==> config.mk <==
export PLATFORM = sky130hd
export DESIGN_NAME = radio_packet_handler
export DESIGN_NICKNAME = d
export VERILOG_FILES = /design/src/common/radio_pkt_pkg.sv /design/src/rtl/radio_packet_handler.sv
export VERILOG_INCLUDE_DIRS = /design/src /design/src/common
export SDC_FILE = /design/constraint.sdc
export NUM_CORES = 1
export LEC_CHECK = 0
export ABC_AREA = 0
export ABC_CLOCK_PERIOD_IN_PS = 6200
export BUFFER_PORTS_ARGS = -buffer_cell sky130_fd_sc_hd__buf_4
export CAP_MARGIN = 25
export CORE_UTILIZATION = 50
export DETAILED_ROUTE_END_ITERATION = 10
export PLACE_DENSITY = 0.68
export SLEW_MARGIN = 20
export SYNTH_ARGS = -nofsm -noshare
export SYNTH_HDL_FRONTEND = slang
export SYNTH_SLANG_ARGS = --single-unit
==> constraint.sdc <==
create_clock -name core_clk -period 6.2 [get_ports core_clk]
set_input_delay 0.31 -clock core_clk [delete_from_list [all_inputs] [get_ports core_clk]]
set_output_delay 0.31 -clock core_clk [all_outputs]
set_load 0.1 [all_outputs]
==> src/common/radio_pkt_params.svh <==
// Constants of the radio packet handler: encodings, reset values and fixed bytes.
// Operation
// - Fixed or variable format; payload within FIFO depth.
// - Fixed length counts address plus message, min one.
// - Variable length byte excludes itself, min two bytes.
// - Transmit adds preamble, sync, CRC, then coding.
// - Start on first write or on threshold.
// - Standby loading; start checked entering transmit.
// - Filler preamble; finish filler byte before frame.
// - Receive strips preamble, sync, decodes, filters payload.
// - Packet-received event; CRC-pass event and result.
// - Failed CRC flushes and restarts unless disabled.
// - Stop writing after frame; restart when FIFO empty (handler: hunts again only after receive is left and re-entered).
// - Received payload readable in standby when enabled.
// - Sync match always on; mismatch dropped silently.
// - Sync detect starts payload and raises event.
// - Address codes 01, 10, 11 accept node/broadcast.
// - Address filter receive only; address stays in FIFO.
// - Variable length byte below maximum kept, else dropped.
// - CRC appended on transmit, checked and stripped on receive.
// - CCITT checksum catching leading and trailing zeros.
// - Whitening with 9-bit LFSR x^9+x^5+1.
// - Manchester 10/01 on payload and CRC only.
`ifndef RADIO_PKT_PARAMS_SVH
`define RADIO_PKT_PARAMS_SVH
`define PREAMBLE_BYTE 8'hAA
`define CRC_POLY      16'h1021
`define CRC_INIT      16'hFFFF
`define LFSR_INIT     9'h1FF
`define BCAST_ZERO    8'h00
`define BCAST_ONES    8'hFF
`define DEPTH_16      7'h10
`define DEPTH_32      7'h20
`define DEPTH_48      7'h30
`define DEPTH_64      7'h40
`define FILT_OFF      2'h0
`define FILT_ZERO     2'h2
`define FILT_BOTH     2'h3
`endif

==> src/common/radio_pkt_pkg.sv <==
// Types shared by the radio packet handler.
package radio_pkt_pkg;
  // Operating mode driven by the chip mode controller.
  typedef enum logic [1:0] {
    MODE_SLEEP = 2'h0,
    MODE_STBY  = 2'h1,
    MODE_RX    = 2'h2,
    MODE_TX    = 2'h3
  } mode_t;
  // Transmit sequencer states, Gray coded along the frame.
  typedef enum logic [2:0] {
    TX_FILL = 3'h0,
    TX_PRE  = 3'h1,
    TX_SYNC = 3'h3,
    TX_PAY  = 3'h2,
    TX_CRC  = 3'h6,
    TX_DONE = 3'h7
  } tx_state_t;
  // Receive sequencer states, Gray coded along the frame.
  typedef enum logic [1:0] {
    RX_HUNT = 2'h0,
    RX_PAY  = 2'h1,
    RX_CRC  = 2'h3,
    RX_HOLD = 2'h2
  } rx_state_t;
endpackage : radio_pkt_pkg

==> src/rtl/radio_packet_handler.sv <==
// Packet handler between the data FIFO and the chip-level modulator and demodulator.
`timescale 1ns/1ps
`include "radio_pkt_params.svh"
module radio_packet_handler (
  input  wire logic                 core_clk,
  input  wire logic                 rst_n,
  input  wire radio_pkt_pkg::mode_t mode,
  input  wire logic                 chip_stb,
  input  wire logic                 fmt_variable,
  input  wire logic [1:0]           fifo_size_sel,
  input  wire logic [5:0]           fifo_thresh,
  input  wire logic [7:0]           payload_len,
  input  wire logic [7:0]           preamble_size,
  input  wire logic [1:0]           sync_size,
  input  wire logic [1:0]           sync_tol,
  input  wire logic [31:0]          sync_value,
  input  wire logic [7:0]           node_adrs,
  input  wire logic [1:0]           adrs_filt,
  input  wire logic                 crc_on,
  input  wire logic                 crc_autoclr,
  input  wire logic                 manchester_on,
  input  wire logic                 whitening_on,
  input  wire logic                 fifo_stby_access,
  input  wire logic                 tx_start_sel,
  input  wire logic                 wr_valid,
  input  wire logic [7:0]           wr_data,
  output logic                      wr_ready,
  input  wire logic                 rd_req,
  output logic [7:0]                rd_data,
  output logic                      rd_valid,
  output logic                      fifo_empty,
  output logic                      fifo_full,
  output logic                      tx_chip,
  output logic                      tx_done,
  input  wire logic                 rx_chip,
  output logic                      sync_det,
  output logic                      payload_ready,
  output logic                      crc_ok,
  output logic                      crc_status
);

  // Advances the CCITT checksum by one byte, most significant bit first.
  function automatic logic [15:0] crc_byte(input logic [15:0] c, input logic [7:0] d);
    logic [15:0] r;
    r = c;
    for (int i = 7; i >= 0; i--) begin
      r = (r[15] ^ d[i]) ? ({r[14:0], 1'b0} ^ `CRC_POLY) : {r[14:0], 1'b0};
    end
    return r;
  endfunction : crc_byte

  // FIFO storage and occupancy.
  logic [7:0]  mem [64];      // Ring of the largest depth; occupancy limits use.
  logic [5:0]  wr_ptr_r;      // Next slot to write.
  logic [5:0]  rd_ptr_r;      // Next slot to read.
  logic [6:0]  fifo_cnt_r;    // Bytes held.
  logic [6:0]  depth;         // Selected depth in bytes.
  logic [7:0]  fifo_out;      // Byte at the read pointer.
  logic [7:0]  rx_byte;       // Completed receive byte, stored by the receiver.
  logic        host_wr;       // Host write accepted.
  logic        host_rd;       // Host read accepted.
  logic        tx_pop;        // Transmitter takes a byte.
  logic        rx_wr;         // Receiver stores a byte.
  logic        rx_flush;      // Receiver discards the FIFO.
  logic        in_tx;         // Transmit mode.
  logic        in_rx;         // Receive mode.
  logic        in_stby;       // Standby mode.

  assign in_tx    = (mode == radio_pkt_pkg::MODE_TX);
  assign in_rx    = (mode == radio_pkt_pkg::MODE_RX);
  assign in_stby  = (mode == radio_pkt_pkg::MODE_STBY);
  assign fifo_out = mem[rd_ptr_r];

  // Depth follows the size select, capping every received payload.
  always_comb begin
    unique case (fifo_size_sel)
      2'h0: depth = `DEPTH_16;
      2'h1: depth = `DEPTH_32;
      2'h2: depth = `DEPTH_48;
      2'h3: depth = `DEPTH_64;
    endcase
  end

  assign fifo_empty = (fifo_cnt_r == 7'h00);
  assign fifo_full  = (fifo_cnt_r >= depth);
  // Host loads in transmit, or in standby when that access is enabled.
  assign wr_ready   = (in_tx | (in_stby & fifo_stby_access)) & ~fifo_full;
  assign host_wr    = wr_valid & wr_ready;
  // Host drains in receive, or in standby when that access is enabled.
  assign host_rd    = rd_req & ~fifo_empty & (in_rx | (in_stby & fifo_stby_access));

  // Storage array is written without reset; its contents follow the pointers.
  always_ff @(posedge core_clk) begin
    if (host_wr) begin
      mem[wr_ptr_r] <= wr_data;
    end else if (rx_wr) begin
      mem[wr_ptr_r] <= rx_byte;
    end
  end

  // Pointers and count; a flush empties the FIFO at once.
  always_ff @(posedge core_clk or negedge rst_n) begin
    if (!rst_n) begin
      wr_ptr_r   <= 6'h00;
      rd_ptr_r   <= 6'h00;
      fifo_cnt_r <= 7'h00;
    end else if (rx_flush) begin
      wr_ptr_r   <= 6'h00;
      rd_ptr_r   <= 6'h00;
      fifo_cnt_r <= 7'h00;
    end else begin
      if (host_wr | rx_wr) begin
        wr_ptr_r <= wr_ptr_r + 6'h01;
      end
      if (host_rd | tx_pop) begin
        rd_ptr_r <= rd_ptr_r + 6'h01;
      end
      fifo_cnt_r <= fifo_cnt_r + 7'((host_wr | rx_wr)) - 7'((host_rd | tx_pop));
    end
  end

  // Read data is registered one cycle after the request.
  always_ff @(posedge core_clk or negedge rst_n) begin
    if (!rst_n) begin
      rd_data  <= 8'h00;
      rd_valid <= 1'b0;
    end else begin
      rd_valid <= host_rd;
      if (host_rd) begin
        rd_data <= fifo_out;
      end
    end
  end

  // Transmit side.
  radio_pkt_pkg::tx_state_t tx_st_r, tx_st_nxt; // Sequencer state.
  logic [7:0]  tx_sh_r;       // Byte being shifted out.
  logic [2:0]  tx_bit_r;      // Bit index in the byte.
  logic        tx_half_r;     // Second Manchester chip pending.
  logic        tx_coded_r;    // Current byte is payload or checksum.
  logic [7:0]  tx_cnt_r, tx_cnt_nxt; // Bytes left or bytes sent.
  logic [7:0]  tx_total_r;    // Payload bytes in this frame.
  logic [31:0] tx_syn_r;      // Sync bytes still to send, top first.
  logic [15:0] tx_crc_r;      // Running checksum.
  logic [8:0]  tx_lfsr_r;     // Whitening sequence.
  logic [7:0]  tx_byte_nxt;   // Next byte to load.
  logic        tx_coded_nxt;  // Next byte is coded.
  logic        tx_data_bit;   // Current bit after whitening.
  logic        tx_man;        // Current byte uses Manchester.
  logic        tx_bit_end;    // Last chip of a bit goes out.
  logic        tx_byte_end;   // Last chip of a byte goes out.
  logic        start_ok;      // Frame start condition met.

  assign tx_data_bit = tx_sh_r[7] ^ (tx_coded_r & whitening_on & tx_lfsr_r[0]);
  assign tx_man      = tx_coded_r & manchester_on;
  assign tx_bit_end  = chip_stb & (~tx_man | tx_half_r);
  assign tx_byte_end = tx_bit_end & (tx_bit_r == 3'h7);
  // First write or threshold reached, checked at the end of each filler byte ahead of the frame in transmit.
  assign start_ok = tx_start_sel ? ~fifo_empty : (fifo_cnt_r >= {1'b0, fifo_thresh});

  // Chooses the next byte at each byte boundary of the frame.
  always_comb begin
    tx_st_nxt    = tx_st_r;
    tx_cnt_nxt   = tx_cnt_r;
    tx_byte_nxt  = `PREAMBLE_BYTE;
    tx_coded_nxt = 1'b0;
    tx_pop       = 1'b0;
    if (in_tx && tx_byte_end) begin
      unique case (tx_st_r)
        radio_pkt_pkg::TX_FILL: begin
          // The filler byte has finished before the frame begins.
          if (start_ok && (preamble_size != 8'h00)) begin
            tx_st_nxt  = radio_pkt_pkg::TX_PRE;
            tx_cnt_nxt = preamble_size;
          end else if (start_ok) begin
            tx_st_nxt   = radio_pkt_pkg::TX_SYNC;
            tx_cnt_nxt  = {6'h00, sync_size};
            tx_byte_nxt = sync_value[31:24];
          end
        end
        radio_pkt_pkg::TX_PRE: begin
          if (tx_cnt_r > 8'h01) begin
            tx_cnt_nxt = tx_cnt_r - 8'h01;
          end else begin
            tx_st_nxt   = radio_pkt_pkg::TX_SYNC;
            tx_cnt_nxt  = {6'h00, sync_size};
            tx_byte_nxt = sync_value[31:24];
          end
        end
        radio_pkt_pkg::TX_SYNC: begin
          if (tx_cnt_r != 8'h00) begin
            tx_cnt_nxt  = tx_cnt_r - 8'h01;
            tx_byte_nxt = tx_syn_r[31:24];
          end else begin
            tx_st_nxt    = radio_pkt_pkg::TX_PAY;
            tx_cnt_nxt   = 8'h01;
            tx_byte_nxt  = fifo_out;
            tx_coded_nxt = 1'b1;
            tx_pop       = 1'b1;
          end
        end
        radio_pkt_pkg::TX_PAY: begin
          if (tx_cnt_r < tx_total_r) begin
            tx_cnt_nxt   = tx_cnt_r + 8'h01;
            tx_byte_nxt  = fifo_out;
            tx_coded_nxt = 1'b1;
            tx_pop       = 1'b1;
          end else if (crc_on) begin
            tx_st_nxt    = radio_pkt_pkg::TX_CRC;
            tx_cnt_nxt   = 8'h00;
            tx_byte_nxt  = tx_crc_r[15:8];
            tx_coded_nxt = 1'b1;
          end else begin
            tx_st_nxt = radio_pkt_pkg::TX_DONE;
          end
        end
        radio_pkt_pkg::TX_CRC: begin
          if (tx_cnt_r == 8'h00) begin
            tx_cnt_nxt   = 8'h01;
            tx_byte_nxt  = tx_crc_r[7:0];
            tx_coded_nxt = 1'b1;
          end else begin
            tx_st_nxt = radio_pkt_pkg::TX_DONE;
          end
        end
        radio_pkt_pkg::TX_DONE: begin
          // Filler continues until the mode controller leaves transmit.
          tx_st_nxt = radio_pkt_pkg::TX_DONE;
        end
      endcase
    end
  end

  // Sequencer state, counters and frame bookkeeping.
  always_ff @(posedge core_clk or negedge rst_n) begin
    if (!rst_n) begin
      tx_st_r    <= radio_pkt_pkg::TX_FILL;
      tx_cnt_r   <= 8'h00;
      tx_total_r <= 8'h00;
      tx_syn_r   <= 32'h0000_0000;
      tx_crc_r   <= `CRC_INIT;
    end else if (!in_tx) begin
      tx_st_r  <= radio_pkt_pkg::TX_FILL;
      tx_cnt_r <= 8'h00;
    end else begin
      tx_st_r  <= tx_st_nxt;
      tx_cnt_r <= tx_cnt_nxt;
      if (tx_byte_end && tx_st_nxt == radio_pkt_pkg::TX_SYNC && tx_st_r != tx_st_nxt) begin
        tx_syn_r <= {sync_value[23:0], 8'h00};
      end else if (tx_byte_end && tx_st_r == radio_pkt_pkg::TX_SYNC) begin
        tx_syn_r <= {tx_syn_r[23:0], 8'h00};
      end
      if (tx_pop && tx_st_r == radio_pkt_pkg::TX_SYNC) begin
        // Length byte carries the bytes that follow it.
        tx_total_r <= fmt_variable ? (fifo_out + 8'h01) : payload_len;
        tx_crc_r   <= crc_byte(`CRC_INIT, fifo_out);
      end else if (tx_pop) begin
        tx_crc_r <= crc_byte(tx_crc_r, fifo_out);
      end
    end
  end

  // Serializer with Manchester chips and whitening sequence.
  always_ff @(posedge core_clk or negedge rst_n) begin
    if (!rst_n) begin
      tx_sh_r    <= `PREAMBLE_BYTE;
      tx_bit_r   <= 3'h0;
      tx_half_r  <= 1'b0;
      tx_coded_r <= 1'b0;
      tx_lfsr_r  <= `LFSR_INIT;
      tx_chip    <= 1'b0;
    end else if (!in_tx) begin
      tx_sh_r    <= `PREAMBLE_BYTE;
      tx_bit_r   <= 3'h0;
      tx_half_r  <= 1'b0;
      tx_coded_r <= 1'b0;
    end else begin
      if (chip_stb) begin
        // One is sent as chips 10, zero as 01.
        tx_chip <= (tx_man & tx_half_r) ? ~tx_data_bit : tx_data_bit;
      end
      if (tx_byte_end) begin
        tx_sh_r    <= tx_byte_nxt;
        tx_bit_r   <= 3'h0;
        tx_half_r  <= 1'b0;
        tx_coded_r <= tx_coded_nxt;
      end else if (tx_bit_end) begin
        tx_sh_r   <= {tx_sh_r[6:0], 1'b0};
        tx_bit_r  <= tx_bit_r + 3'h1;
        tx_half_r <= 1'b0;
      end else if (chip_stb) begin
        tx_half_r <= 1'b1;
      end
      if (tx_pop && tx_st_r == radio_pkt_pkg::TX_SYNC) begin
        tx_lfsr_r <= `LFSR_INIT;
      end else if (tx_bit_end && tx_coded_r) begin
        tx_lfsr_r <= {tx_lfsr_r[0] ^ tx_lfsr_r[5], tx_lfsr_r[8:1]};
      end
    end
  end

  assign tx_done = (tx_st_r == radio_pkt_pkg::TX_DONE);

  // Receive side.
  radio_pkt_pkg::rx_state_t rx_st_r; // Sequencer state.
  logic [31:0] rx_win_r;      // Last raw chips for sync search.
  logic [31:0] win_nxt;       // Window including the current chip.
  logic [31:0] sync_mask;     // Bits of the window that are compared.
  logic [31:0] sync_exp;      // Expected sync pattern, low aligned.
  logic [5:0]  sync_err;      // Mismatching chips.
  logic        sync_hit;      // Sync accepted this cycle.
  logic [7:0]  rx_sh_r;       // Bits gathered so far.
  logic [2:0]  rx_bit_r;      // Bit index in the byte.
  logic        rx_half_r;     // First Manchester chip captured.
  logic        rx_first_r;    // Value of that first chip.
  logic [7:0]  rx_idx_r;      // Bytes of the section received.
  logic [7:0]  rx_total_r;    // Payload bytes expected.
  logic [7:0]  rx_crc_hi_r;   // Received checksum high byte.
  logic [15:0] rx_crc_r;      // Running checksum.
  logic [8:0]  rx_lfsr_r;     // De-whitening sequence.
  logic        rx_bit_ok;     // A decoded bit is ready.
  logic        rx_d;          // Decoded, de-whitened bit.
  logic        rx_byte_ok;    // A whole byte is ready.
  logic        adrs_ok;       // Address byte passes the filter.
  logic        len_ok;        // Length byte passes the limit.
  logic        is_adrs;       // Current byte is the address.
  logic        rx_last;       // Current byte ends the payload.
  logic        rx_drop;       // Frame is discarded.
  logic        crc_pass;      // Checksums agree.

  assign win_nxt   = {rx_win_r[30:0], rx_chip};
  assign sync_mask = 32'hFFFF_FFFF >> {2'h3 - sync_size, 3'h0};
  assign sync_exp  = sync_value >> {2'h3 - sync_size, 3'h0};

  // Counts chip errors over the configured sync length.
  always_comb begin
    sync_err = 6'h00;
    for (int i = 0; i < 32; i++) begin
      sync_err = sync_err + 6'((win_nxt[i] ^ sync_exp[i]) & sync_mask[i]);
    end
  end

  // Hunting only starts once the previous payload has been drained.
  assign sync_hit = in_rx & chip_stb & fifo_empty & (rx_st_r == radio_pkt_pkg::RX_HUNT)
                  & (sync_err <= {4'h0, sync_tol});

  // Bit recovery: 10 decodes as one, then the whitening bit is removed.
  assign rx_bit_ok  = chip_stb & (~manchester_on | rx_half_r);
  assign rx_d       = (manchester_on ? rx_first_r : rx_chip)
                    ^ (whitening_on & rx_lfsr_r[0]);
  assign rx_byte_ok = in_rx & rx_bit_ok & (rx_bit_r == 3'h7)
                    & (rx_st_r == radio_pkt_pkg::RX_PAY || rx_st_r == radio_pkt_pkg::RX_CRC);
  assign rx_byte    = {rx_sh_r[6:0], rx_d};

  assign is_adrs  = (rx_idx_r == {7'h00, fmt_variable}) & (adrs_filt != `FILT_OFF);
  assign adrs_ok  = (rx_byte == node_adrs)
                  | (adrs_filt[1] & (rx_byte == `BCAST_ZERO))
                  | ((adrs_filt == `FILT_BOTH) & (rx_byte == `BCAST_ONES));
  assign len_ok   = (rx_byte < payload_len);
  assign rx_last  = ((rx_idx_r == 8'h00 && fmt_variable) ? (rx_byte + 8'h01) : rx_total_r)
                  == (rx_idx_r + 8'h01);
  assign crc_pass = ({rx_crc_hi_r, rx_byte} == rx_crc_r);

  // Drop decisions for the payload byte; dropped frames raise no packet-received event.
  always_comb begin
    rx_drop = 1'b0;
    if (rx_byte_ok && rx_st_r == radio_pkt_pkg::RX_PAY) begin
      if (rx_idx_r == 8'h00 && fmt_variable && !len_ok) begin
        rx_drop = 1'b1;
      end else if (is_adrs && !adrs_ok) begin
        rx_drop = 1'b1;
      end else if (fifo_full) begin
        rx_drop = 1'b1;
      end
    end
  end

  // Only payload bytes reach the FIFO, length and address included.
  assign rx_wr    = rx_byte_ok & (rx_st_r == radio_pkt_pkg::RX_PAY) & ~rx_drop;
  assign rx_flush = rx_drop | (rx_byte_ok & (rx_st_r == radio_pkt_pkg::RX_CRC)
                  & (rx_idx_r != 8'h00) & ~crc_pass & crc_autoclr);

  // Receive sequencer and events.
  always_ff @(posedge core_clk or negedge rst_n) begin
    if (!rst_n) begin
      rx_st_r       <= radio_pkt_pkg::RX_HUNT;
      rx_idx_r      <= 8'h00;
      rx_total_r    <= 8'h00;
      rx_crc_hi_r   <= 8'h00;
      rx_crc_r      <= `CRC_INIT;
      sync_det      <= 1'b0;
      payload_ready <= 1'b0;
      crc_ok        <= 1'b0;
      crc_status    <= 1'b0;
    end else begin
      sync_det      <= sync_hit;
      payload_ready <= 1'b0;
      crc_ok        <= 1'b0;
      if (!in_rx) begin
        rx_st_r <= radio_pkt_pkg::RX_HUNT;
      end else if (sync_hit) begin
        rx_st_r    <= radio_pkt_pkg::RX_PAY;
        rx_idx_r   <= 8'h00;
        rx_total_r <= payload_len;
        rx_crc_r   <= `CRC_INIT;
      end else if (rx_drop) begin
        rx_st_r <= radio_pkt_pkg::RX_HUNT;
      end else if (rx_wr) begin
        rx_crc_r <= crc_byte(rx_crc_r, rx_byte);
        rx_idx_r <= rx_idx_r + 8'h01;
        if (rx_idx_r == 8'h00 && fmt_variable) begin
          rx_total_r <= rx_byte + 8'h01;
        end
        if (rx_last && crc_on) begin
          rx_st_r  <= radio_pkt_pkg::RX_CRC;
          rx_idx_r <= 8'h00;
        end else if (rx_last) begin
          rx_st_r       <= radio_pkt_pkg::RX_HOLD;
          payload_ready <= 1'b1;
        end
      end else if (rx_byte_ok && rx_idx_r == 8'h00) begin
        rx_crc_hi_r <= rx_byte;
        rx_idx_r    <= 8'h01;
      end else if (rx_byte_ok) begin
        // Checksum bytes are compared and never stored.
        crc_status <= crc_pass;
        if (crc_pass || !crc_autoclr) begin
          rx_st_r       <= radio_pkt_pkg::RX_HOLD;
          payload_ready <= 1'b1;
          crc_ok        <= crc_pass;
        end else begin
          rx_st_r <= radio_pkt_pkg::RX_HUNT;
        end
      end
    end
  end

  // Chip window, bit assembly and de-whitening sequence.
  always_ff @(posedge core_clk or negedge rst_n) begin
    if (!rst_n) begin
      rx_win_r   <= 32'h0000_0000;
      rx_sh_r    <= 8'h00;
      rx_bit_r   <= 3'h0;
      rx_half_r  <= 1'b0;
      rx_first_r <= 1'b0;
      rx_lfsr_r  <= `LFSR_INIT;
    end else if (sync_hit || !in_rx) begin
      rx_win_r  <= 32'h0000_0000;
      rx_bit_r  <= 3'h0;
      rx_half_r <= 1'b0;
      rx_lfsr_r <= `LFSR_INIT;
    end else begin
      if (chip_stb && rx_st_r == radio_pkt_pkg::RX_HUNT) begin
        rx_win_r <= win_nxt;
      end
      if (chip_stb && manchester_on && !rx_half_r) begin
        rx_half_r  <= 1'b1;
        rx_first_r <= rx_chip;
      end else if (rx_bit_ok) begin
        rx_half_r <= 1'b0;
        rx_sh_r   <= rx_byte;
        rx_bit_r  <= rx_bit_r + 3'h1;
        rx_lfsr_r <= {rx_lfsr_r[0] ^ rx_lfsr_r[5], rx_lfsr_r[8:1]};
      end
    end
  end

endmodule : radio_packet_handler
==> impl_metrics.ini <==
[setup_path]
critPathKind = flip-flop to flip-flop
crit_buf_inv = 5
critical-path-slowest-cell = fa_1
crit_path_max_incr_delay_ns = 0.56
cpMostUsedCell = fa_1
r2r_cells = 22
cp.depth = 22
path_cells = xnor2_2 -> nor2_2 -> a21oi_2 -> fa_1 -> fa_1 -> fa_1 -> inv_2 -> fa_1 -> fa_1 -> fa_1 -> ha_2 -> inv_2 -> fa_1 -> inv_2 -> ha_4 -> nor2b_4 -> o21ai_4 -> buf_4 -> and4_4 -> o32ai_4 -> buf_6 -> o2bb2ai_1
r2r_start = rx_win_r[8]
cp_top_family = adder cells
worstReg2RegEnd = rx_idx_r[7]
critPathLaunchType = flip-flop
crit_path_end_kind = flip-flop
cp.required_ns = 6.71
reg2reg_setup_slack_ns = 0.03
critPathMaxFanout = 5
critPathArrivalTime_ns = 6.67

[synthesis]
synthAdderAreaFrac_pct = 3.50
syn_area_per_cell_um2 = 13.2
ys_ff_latch = 720
ys.flop_type = edfxtp_1
synth_simple_gate_area_share_pct = 9.63
synth_xor_area_share_pct = 4.37
syn_inst = 2615
synth_top_family_by_area = multiplexers
ys_async_sr_fraction_pct = 28.9
synth_mux_area_share_pct = 11.0
synth-compound-area-share_pct = 8.93
synth_seq_area_share_pct = 59.6
yosysWarnings = 0
syn-num-nets = 2789
synth.distinct_cells = 101
synth_edf_count = 512
synth.cell_area_um2 = 34600

[clock_tree]
cts_num_sinks = 720
clockBufferDepth = 3
cts-root-buf = clkbuf_16
clock_latency_ns = 0.67
htree_num_levels = 3
cts_buffers = 77
cts_tree = yes
clk_pin_slew_worst_paths_ns = 0.06

[global_route]
antenna_found_initial = 2
grt_pass1_vias = 22831
grt_first_pass_wirelength_mm = 140
grt_max_degree = 107
grt_overflow = 0
grt_use_total_pct = 26.6

[worst_hold_path]
worstHoldStart = preamble_size[7]
min_delay_path_depth = 3
hp-class = primary input to flip-flop
worstHoldEndpoint = tx_cnt_r[7]

[timing]
worst_pin_slew_ns = 1.03
finalHoldViolations = 0
fmax_ghz = 0.162
final_max_slew_viol_count = 0
whs_ns = 0.0338
finalCriticalPeriod_ns = 6.17
relSlewSlack_pct = 31.3
rsz0062_at_grt = true
setup_viol = 0
finalClockSkew_ns = 0.0373
period_share_pct = 99.5

[status]
outcome = finished clean

[finish]
antenna_cells = 0
instances_no_fill = 3778
fin_nets = 2963
nFillCells = 5437
drive_gt1_share_pct = 20.7
syn_to_final_growth_pct = 15.0

[die]
die_area_um2 = 70300
io_pins = 111
die_w_um = 265
start_util_pct = 50.5
core.rowCount = 96
coreArea_um2 = 68600
die_h_um = 265

[pwr]
power.total_uw = 16700
max-vdd-ir-drop_mv = 0.475
p_leak_uw = 0.0146
powerDensity_nw_per_um2 = 419

[routing]
drt-total-wl_mm = 93.3
drc = 0
dr.pass1.iters = 6
via_per_inst = 6.08
vias = 22963
post_drt_wl_per_cell_um = 24.7
drt_iter0_markers = 2219
ant_nets = 0

[place]
hpwl_mm = 63.3
dp.cells = 3614
port_buffers = 110
globalplace.congestion = 0.931

[run]
maxCapViolCount = 0
## stage by stage
step / utilization, % / setup WS, ns / setup TNS (ns) / area [um^2]
floorplan: - / -0.0958 / -0.922 / 34700
global route: 58.0 / -0.207 / -7.39 / 39800
CTS: 57.7 / 0.0173 / 0 / 39500
global placement: 53.7 / -0.454 / -21.38 / 36800
finish: 58.0 / 0.0319 / 0 / 39800
detailed placement: 53.7 / -0.504 / -24.74 / 36800
## worst reg2reg max path: stages, from the launching register on
cell	delay (ns)
dfrtp_2	0.45
xnor2_2	0.15
nor2_2	0.12
a21oi_2	0.05
fa_1	0.50
fa_1	0.44
fa_1	0.56
inv_2	0.04
fa_1	0.50
fa_1	0.55
fa_1	0.53
ha_2	0.18
inv_2	0.04
fa_1	0.52
inv_2	0.05
ha_4	0.20
nor2b_4	0.13
o21ai_4	0.18
buf_4	0.14
and4_4	0.30
o32ai_4	0.13
buf_6	0.16
o2bb2ai_1	0.11
## cell type report
| type | count | area (um^2) | area share [%] |
|---|---|---|---|
| Clock inverter | 30 | 439 | 1.10 |
| Inverter | 84 | 315 | 0.792 |
| Multi-Input combinational cell | 1660 | 13100 | 33.0 |
| Sequential cell | 720 | 20700 | 51.9 |
| Tap cell | 931 | 1160 | 2.93 |
| Clock buffer | 107 | 2090 | 5.25 |
| Timing Repair Buffer | 246 | 2020 | 5.08 |
## power by group
part           internal, uW  leakage (uW)  switching (uW)
Clock                  2650       0.00122            1950
Combinational          2690       0.00619            3590
Sequential             5370       0.00723             418
## flip-flops by register name (all words and copies together), names as in the netlist, 6 cells and up
name,flops
mem,512
rx_win_r,31
tx_syn_r,24
rx_crc_r,16
tx_crc_r,16
rx_lfsr_r,9
tx_lfsr_r,9
rd_data,8
rx_crc_hi_r,8
rx_idx_r,8
rx_total_r,8
tx_cnt_r,8
tx_sh_r,8
tx_total_r,8
fifo_cnt_r,7
rx_sh_r,7
rd_ptr_r,6
wr_ptr_r,6
## worst max path at each step
stage	endpoint	startpoint	slack [ns]
2_1_floorplan	rx_first_r	sync_size[0]	-0.1
3_3_place_gp	rx_sh_r[5]	sync_size[0]	-0.45
3_5_place_dp	rx_sh_r[3]	sync_size[0]	-0.50
4_1_cts	rx_idx_r[0]	rx_win_r[14]	0.02
5_1_grt	rx_sh_r[6]	rx_win_r[8]	-0.21
6_report	rx_idx_r[7]	rx_win_r[8]	0.03
## per-layer routing
metal  up-vias  wire length [um]  track usage [%]
li1      10133                 -                -
met1     11655             37800             35.1
met2       934             44900             43.2
met3       239              6680             5.17
met4         2              3900             10.9
met5         -                13                0
## repair_timing
action / CTS / global route
cloned: 0 / 4
setup buffers: 4 / 5
pin swaps: 1 / 21
hold buffers: 16 / 0
gates resized for setup: 9 / 36
setup endpoints to repair: 10 / 86
hold endpoints to repair: 104 / 0
## cells in the mapped netlist (all sizes together), types with 6 or more instances
library cell / instances / area [um^2]
ha: 56 / 701
o21a: 6 / 45.0
a221o: 12 / 120
mux2i: 110 / 1120
xnor2: 117 / 1040
edfxtp: 512 / 15400
a21oi: 109 / 546
nand4: 12 / 75.1
o2bb2ai: 13 / 114
or3: 25 / 161
nand2: 258 / 971
and3: 12 / 75.1
fa: 25 / 500
o31ai: 8 / 60.1
a211oi: 28 / 235
o21ai: 117 / 586
a21o: 14 / 105
mux2: 30 / 338
dfstp: 54 / 1420
o221ai: 17 / 149
nand3b: 11 / 86.3
a221oi: 18 / 170
clkbuf: 95 / 357
xor2: 48 / 428
o211ai: 7 / 52.6
nor2: 177 / 667
a22oi: 21 / 158
mux4: 104 / 2350
a31oi: 22 / 153
nand2b: 15 / 93.8
nand3: 58 / 290
and2: 19 / 119
nor4: 28 / 175
a211o: 9 / 78.8
or4: 6 / 48.8
dfrtp: 154 / 3850
o221a: 6 / 67.6
buf: 56 / 352
nor2b: 20 / 125
o22ai: 9 / 56.3
nor3: 37 / 190
inv: 81 / 304
## cell usage in the layout, fill, tap and decap left out, types with 17 or more instances in the layout
master,n
edfxtp_1,512
nand2_1,256
buf_4,215
nor2_1,169
dfrtp_1,149
xnor2_1,113
a21oi_1,108
mux2i_1,106
mux4_2,103
o21ai_0,89
clkbuf_16,80
inv_1,76
nand3_1,58
ha_1,54
dfstp_2,54
xor2_1,47
nor3_1,35
nor4_1,28
a211oi_1,26
o21ai_1,25
fa_1,25
clkbuf_1,25
or3_1,24
mux2_2,22
a31oi_1,21
a22oi_1,21
nor2b_1,19
and2_1,18
o221ai_1,17
## logic make-up after synthesis
group	Yosys count
buffers and inverters	235
multiplexers	244
XOR/XNOR	167
adder cells (fa/ha/maj)	82
AO/OA/AOI/OAI	459
AND/OR/NAND/NOR	708
flip-flops	720
Note: power is estimated with default switching activity, not from simulation.
